[src/rtl/line_scan_defs.svh]
`ifndef LINE_SCAN_DEFS_SVH
`define LINE_SCAN_DEFS_SVH

// Line geometry
`define SEG_COUNT 11
`define SEG_PIXELS 64
`define LINE_PIXELS 704
// Pixel index width
`define PIX_IDX_W 10
// Video sample width and reference tracking shift
`define VIDEO_W 8
`define TRACK_SHIFT 3
// Reset value of the background reference
`define REF_RESET 8'h00

`endif

[src/rtl/line_scan_pkg.sv]
package line_scan_pkg;
  typedef enum logic [0:0] {
    IDLE,
    READOUT
  } scan_state_t;
endpackage : line_scan_pkg

[src/rtl/line_scan_binary_readout.sv]
`timescale 1ns/1ps
`include "line_scan_defs.svh"

// Overview of operation
// - Line is 11 segments of 64 pixels
// - Shift register selects pixels one by one
// - Output one if brighter, zero if darker
// - Reference tracks background; compare raw pixel
module line_scan_binary_readout
  import line_scan_pkg::*;
#(
  parameter int SEG_COUNT = `SEG_COUNT,
  parameter int SEG_PIXELS = `SEG_PIXELS,
  parameter int VIDEO_W = `VIDEO_W
) (
  input wire logic CLK,
  input wire logic ARST_N,
  input wire logic LINE_START_PULSE,
  input wire logic [VIDEO_W-1:0] PIXEL_VIDEO,
  output logic BINARY_VIDEO_OUT,
  output logic LINE_ACTIVE,
  output logic [`PIX_IDX_W-1:0] PIXEL_INDEX
);

  localparam int LINE_PIXELS = SEG_COUNT * SEG_PIXELS;
  localparam logic [`PIX_IDX_W-1:0] LAST_PIX = `PIX_IDX_W'(LINE_PIXELS - 1);

  scan_state_t state_ff;
  logic [LINE_PIXELS-1:0] select_ff;
  logic [`PIX_IDX_W-1:0] index_ff;
  logic [VIDEO_W-1:0] ref_ff;
  logic [VIDEO_W-1:0] nxt_ref;
  logic brighter;

  // Readout state: start pulse opens a line, last pixel closes it
  always_ff @(posedge CLK or negedge ARST_N) begin
    if (!ARST_N) begin
      state_ff <= IDLE;
    end else if (LINE_START_PULSE) begin
      state_ff <= READOUT;
    end else if (state_ff == READOUT && select_ff[LINE_PIXELS-1]) begin
      state_ff <= IDLE;
    end
  end

  // One-hot select token walks the cascaded segments per clock
  always_ff @(posedge CLK or negedge ARST_N) begin
    if (!ARST_N) begin
      select_ff <= '0;
    end else if (LINE_START_PULSE) begin
      select_ff <= {{(LINE_PIXELS-1){1'b0}}, 1'b1};
    end else begin
      select_ff <= {select_ff[LINE_PIXELS-2:0], 1'b0};
    end
  end

  // Pixel index of the element now selected
  always_ff @(posedge CLK or negedge ARST_N) begin
    if (!ARST_N) begin
      index_ff <= '0;
    end else if (LINE_START_PULSE) begin
      index_ff <= '0;
    end else if (state_ff == READOUT && index_ff != LAST_PIX) begin
      index_ff <= index_ff + `PIX_IDX_W'(1);
    end
  end

  // Background reference follows the video with a first order lag
  always_comb begin
    nxt_ref = ref_ff;
    if (PIXEL_VIDEO > ref_ff) begin
      nxt_ref = ref_ff + VIDEO_W'((PIXEL_VIDEO - ref_ff) >> `TRACK_SHIFT);
    end else begin
      nxt_ref = ref_ff - VIDEO_W'((ref_ff - PIXEL_VIDEO) >> `TRACK_SHIFT);
    end
  end

  always_ff @(posedge CLK or negedge ARST_N) begin
    if (!ARST_N) begin
      ref_ff <= `REF_RESET;
    end else if (state_ff == READOUT || LINE_START_PULSE) begin
      ref_ff <= nxt_ref;
    end
  end

  // Unmodified pixel compared against the tracking reference
  assign brighter = PIXEL_VIDEO > ref_ff;

  // Registered outputs
  always_ff @(posedge CLK or negedge ARST_N) begin
    if (!ARST_N) begin
      BINARY_VIDEO_OUT <= 1'b0;
      LINE_ACTIVE <= 1'b0;
      PIXEL_INDEX <= '0;
    end else begin
      BINARY_VIDEO_OUT <= (state_ff == READOUT) && brighter;
      LINE_ACTIVE <= state_ff == READOUT;
      PIXEL_INDEX <= index_ff;
    end
  end

endmodule : line_scan_binary_readout

[config.mk]
export PLATFORM = sky130hd
export DESIGN_NAME = line_scan_binary_readout
export DESIGN_NICKNAME = d
export VERILOG_FILES = /design/src/rtl/line_scan_pkg.sv /design/src/rtl/line_scan_binary_readout.sv
export VERILOG_INCLUDE_DIRS = /design/src /design/src/rtl
export SDC_FILE = /design/constraint.sdc
export NUM_CORES = 1
export LEC_CHECK = 0
export BUFFER_PORTS_ARGS = -buffer_cell sky130_fd_sc_hd__buf_2
export CORE_ASPECT_RATIO = 1.4
export CORE_MARGIN = 3
export CORE_UTILIZATION = 60
export CTS_CLUSTER_DIAMETER = 30
export DETAILED_ROUTE_END_ITERATION = 6
export PLACE_DENSITY = 0.76
export RECOVER_POWER = 100
export SYNTH_ARGS = -nofsm -noshare
export SYNTH_HDL_FRONTEND = slang
export SYNTH_SLANG_ARGS = --single-unit
[constraint.sdc]
create_clock -name CLK -period 8.1 [get_ports CLK]
set_input_delay 0 -clock CLK [delete_from_list [all_inputs] [get_ports CLK]]
set_output_delay 0 -clock CLK [all_outputs]
set_load 0.01 [all_outputs]
==> results.toml <==
[final_layout]
final_layout_size_suffix_gt1_share_pct = 10.2
final_common_cell = "dfrtp_1"
antenna_cells = 0
areaGrowthSynthToFinish_pct = 15.5
nets = 1812
mostFrequentLayoutCells = "735 x dfrtp_1, 707 x nor2b_1, 92 x clkbuf_16"
fin_area_sq_um = 28400

[sta]
clock.fmax_mhz = 168
tightest_slew_ns = 5.26
finalMaxSlewViolations = 229
finalSetupTns_ns = 0
fin_hold_ws_ns = 0.179
post-route-period-util_pct = 73.4
setup_violations = 0
skew_ns = 0.0149
finalHoldViolations = 0
setup_ws_ns = 2.15
slew-limit-headroom_pct = -251
finalCriticalPeriod_ns = 5.95
rsz0062_at_grt = "no"

[synth]
ys_async_sr_fraction_pct = 100
syn-cell-area_sq_um = 24600
ys_ff_latch = 735
seq_area_frac_synth_pct = 74.9
synth-edff-count = 0
synth_cells = 1733
syn_nets = 1769
ys_top_cells_by_area = "dfrtp_1 75%, nor2b_1 18%, clkbuf_1 1.3%, ha_1 1.2%, xnor2_1 0.36%"
yosys_warnings = 0
synthFlopType = "dfrtp_1"
synth_top_area_share_pct = 74.9
synth_top_cell_by_area = "dfrtp_1"
synth_cell_types = 47
syn_area_per_cell_sq_um = 14.2

[worst_setup_path]
endpoint_kind = "register"
start_kind = "input port"
arrival_ns = 6.37
crit_fanout = 239
crit_chain = "dlygate4sd3_1 > clkbuf_1 > buf_4 > buf_12 > nor2b_1"
max_stage_delay_ns = 3.66
critPathTopFamily = "buffers and inverters"
crit_type = "input port to register"
r2r_slack_ns = 2.86
critPathSlowestCell = "clkbuf_1"
required_ns = 8.52
worst-path-buf-inv = 4

[global_route]
grt_pass1_vias = 12123
grt_use_total_pct = 17.0
grt_max_degree = 276
grt_pass1_wl_mm = 61.0
grt-ovfl-total = 0
antenna_found_initial = 0

[cts]
cts_buffers = 91
postCtsSetupBuffers = 0
worstSkewPairLatency_ns = 0.60
ctsHtreeMaxLevel = 3
clk_path_buf_depth = 3
clk_pin_slew_ns = 0.06
root_buffer = "clkbuf_16"
cts.sinks = 735
tritoncts = "yes"
cts_resized = 0
ctsHoldBuffers = 2

[floorplanning]
ioPinCount = 23
fp.coreArea_sq_um = 40400
dieArea_sq_um = 43400
die_y_um = 245
rows = 87
initial_core_util_pct = 60.8
die-width_um = 177

[placement]
gp_congestion = 0.777
hpwlAfterDp_mm = 15.5
placed_area_sq_um = 25200
place_ws_ns = 2.87
portBuffers = 22

[hold_path]
hp-class = "input port to register"

[power_and_ir_drop]
pwr_density_cell_nw_per_um2 = 316
ir_worst_vdd_mv = 0.200
p_total_uw = 8970
leakage_uw = 0.0142

[run_status]
status = "complete, but fails checks"
violations = "max-capacitance violations, max-slew violations"

[routing]
drt_iter0_drc = 677
wl_per_cell_um = 14.4
drtAntennaViolNets = 0
firstDrtPassIters = 6
post-route-drc-count = 0
num_vias = 11424
routed_wl_mm = 34.3
vias_per_cell = 4.79

[job]
cap_viol_max_count = 2
[sequential cells by signal, summed over array words and instances, names as in the netlist]
signal,count
state_ff,1
PIXEL_INDEX,10
LINE_ACTIVE,1
ref_ff,8
select_ff,704
BINARY_VIDEO_OUT,1
index_ff,10
[worst reg2reg max path, cell delays in order (launching register included)]
cell	delay, ns
dfrtp_1	0.44
ha_1	0.36
nor2b_1	0.18
o211a_1	0.28
or3_1	0.36
nand3_1	0.09
ha_1	0.21
or3b_1	0.35
o311a_1	0.37
or4b_1	0.54
o211ai_2	0.08
mux2i_1	0.11
xnor2_1	0.18
ha_1	0.21
or3_1	0.37
or3_1	0.36
a211o_1	0.29
a21oi_1	0.13
o21ba_2	0.17
nand4_1	0.08
[cell type report]
cell class	count	area, sq um
clock buffer	100	2380
clock inverter	67	855
fill	2535	12000
inverter	23	86.3
multi-input combinational	890	5750
sequential	735	18400
tap	534	668
timing repair buffer	35	238
[metrics by stage]
stage	instances	util, %
2_1_floorplan	1733	-
3_3_place_gp	2215	62.3
3_5_place_dp	2215	62.3
4_1_cts	2384	70.4
5_1_grt	2384	70.3
6_report	2384	70.3
[per-layer routing]
layer | routed length, um | up-vias | track usage (%)
met4 | 743 | 0 | 5.92
met2 | 15600 | 127 | 24.3
li1 | - | 5432 | -
met5 | 0 | - | 0
met1 | 16900 | 5802 | 26.6
met3 | 1080 | 63 | 3.51
[where the power goes]
group	switching, uW	total [uW]	internal [uW]
clock network	1620	4200	2580
registers	29.0	3740	3710
logic	609	1040	427
total	2260	8970	6720
[cell families after synthesis]
| kind of cell | Yosys count | synth area share (%) |
|---|---|---|
| simple gates | 792 | 19.7 |
| flops | 735 | 74.9 |
| buf+inv | 108 | 1.69 |
| compound gates | 45 | 1.34 |
| fa+ha+maj | 25 | 1.30 |
| xor+xnor | 20 | 0.713 |
| mux | 8 | 0.341 |
[Yosys cell counts (2+ instances only)]
cell type  count
buf_2          2
mux2i_1        5
o211a_1        2
mux2_2         3
a21o_1         3
o21a_1         2
nand2b_1       4
a21oi_1        8
ha_1          24
dfrtp_1      735
inv_1         23
xor2_1        10
and3_1         3
o21ai_0       10
and2_1         4
xnor2_1       10
o2111ai_1      2
nand4_1        6
o31a_1         2
a31oi_1        3
nor2_1        21
nor3_1         6
nand2_1       21
clkbuf_1      82
nand3_1        7
or3_1          8
nor2b_1      707
[path summary, 6_finish.rpt]
check | start | to | depth (start not counted)
setup reg to reg | ref_ff[1] | ref_ff[7] | 19
min in group asynchronous | ARST_N | select_ff[518] | 2
setup / recovery | LINE_START_PULSE | select_ff[480] | 5
hold reg to reg | index_ff[9] | PIXEL_INDEX[9] | 0
hold / removal | PIXEL_VIDEO[7] | ref_ff[7] | 6
max in group asynchronous | ARST_N | select_ff[168] | 4
Note: power is estimated with default switching activity, not from simulation.
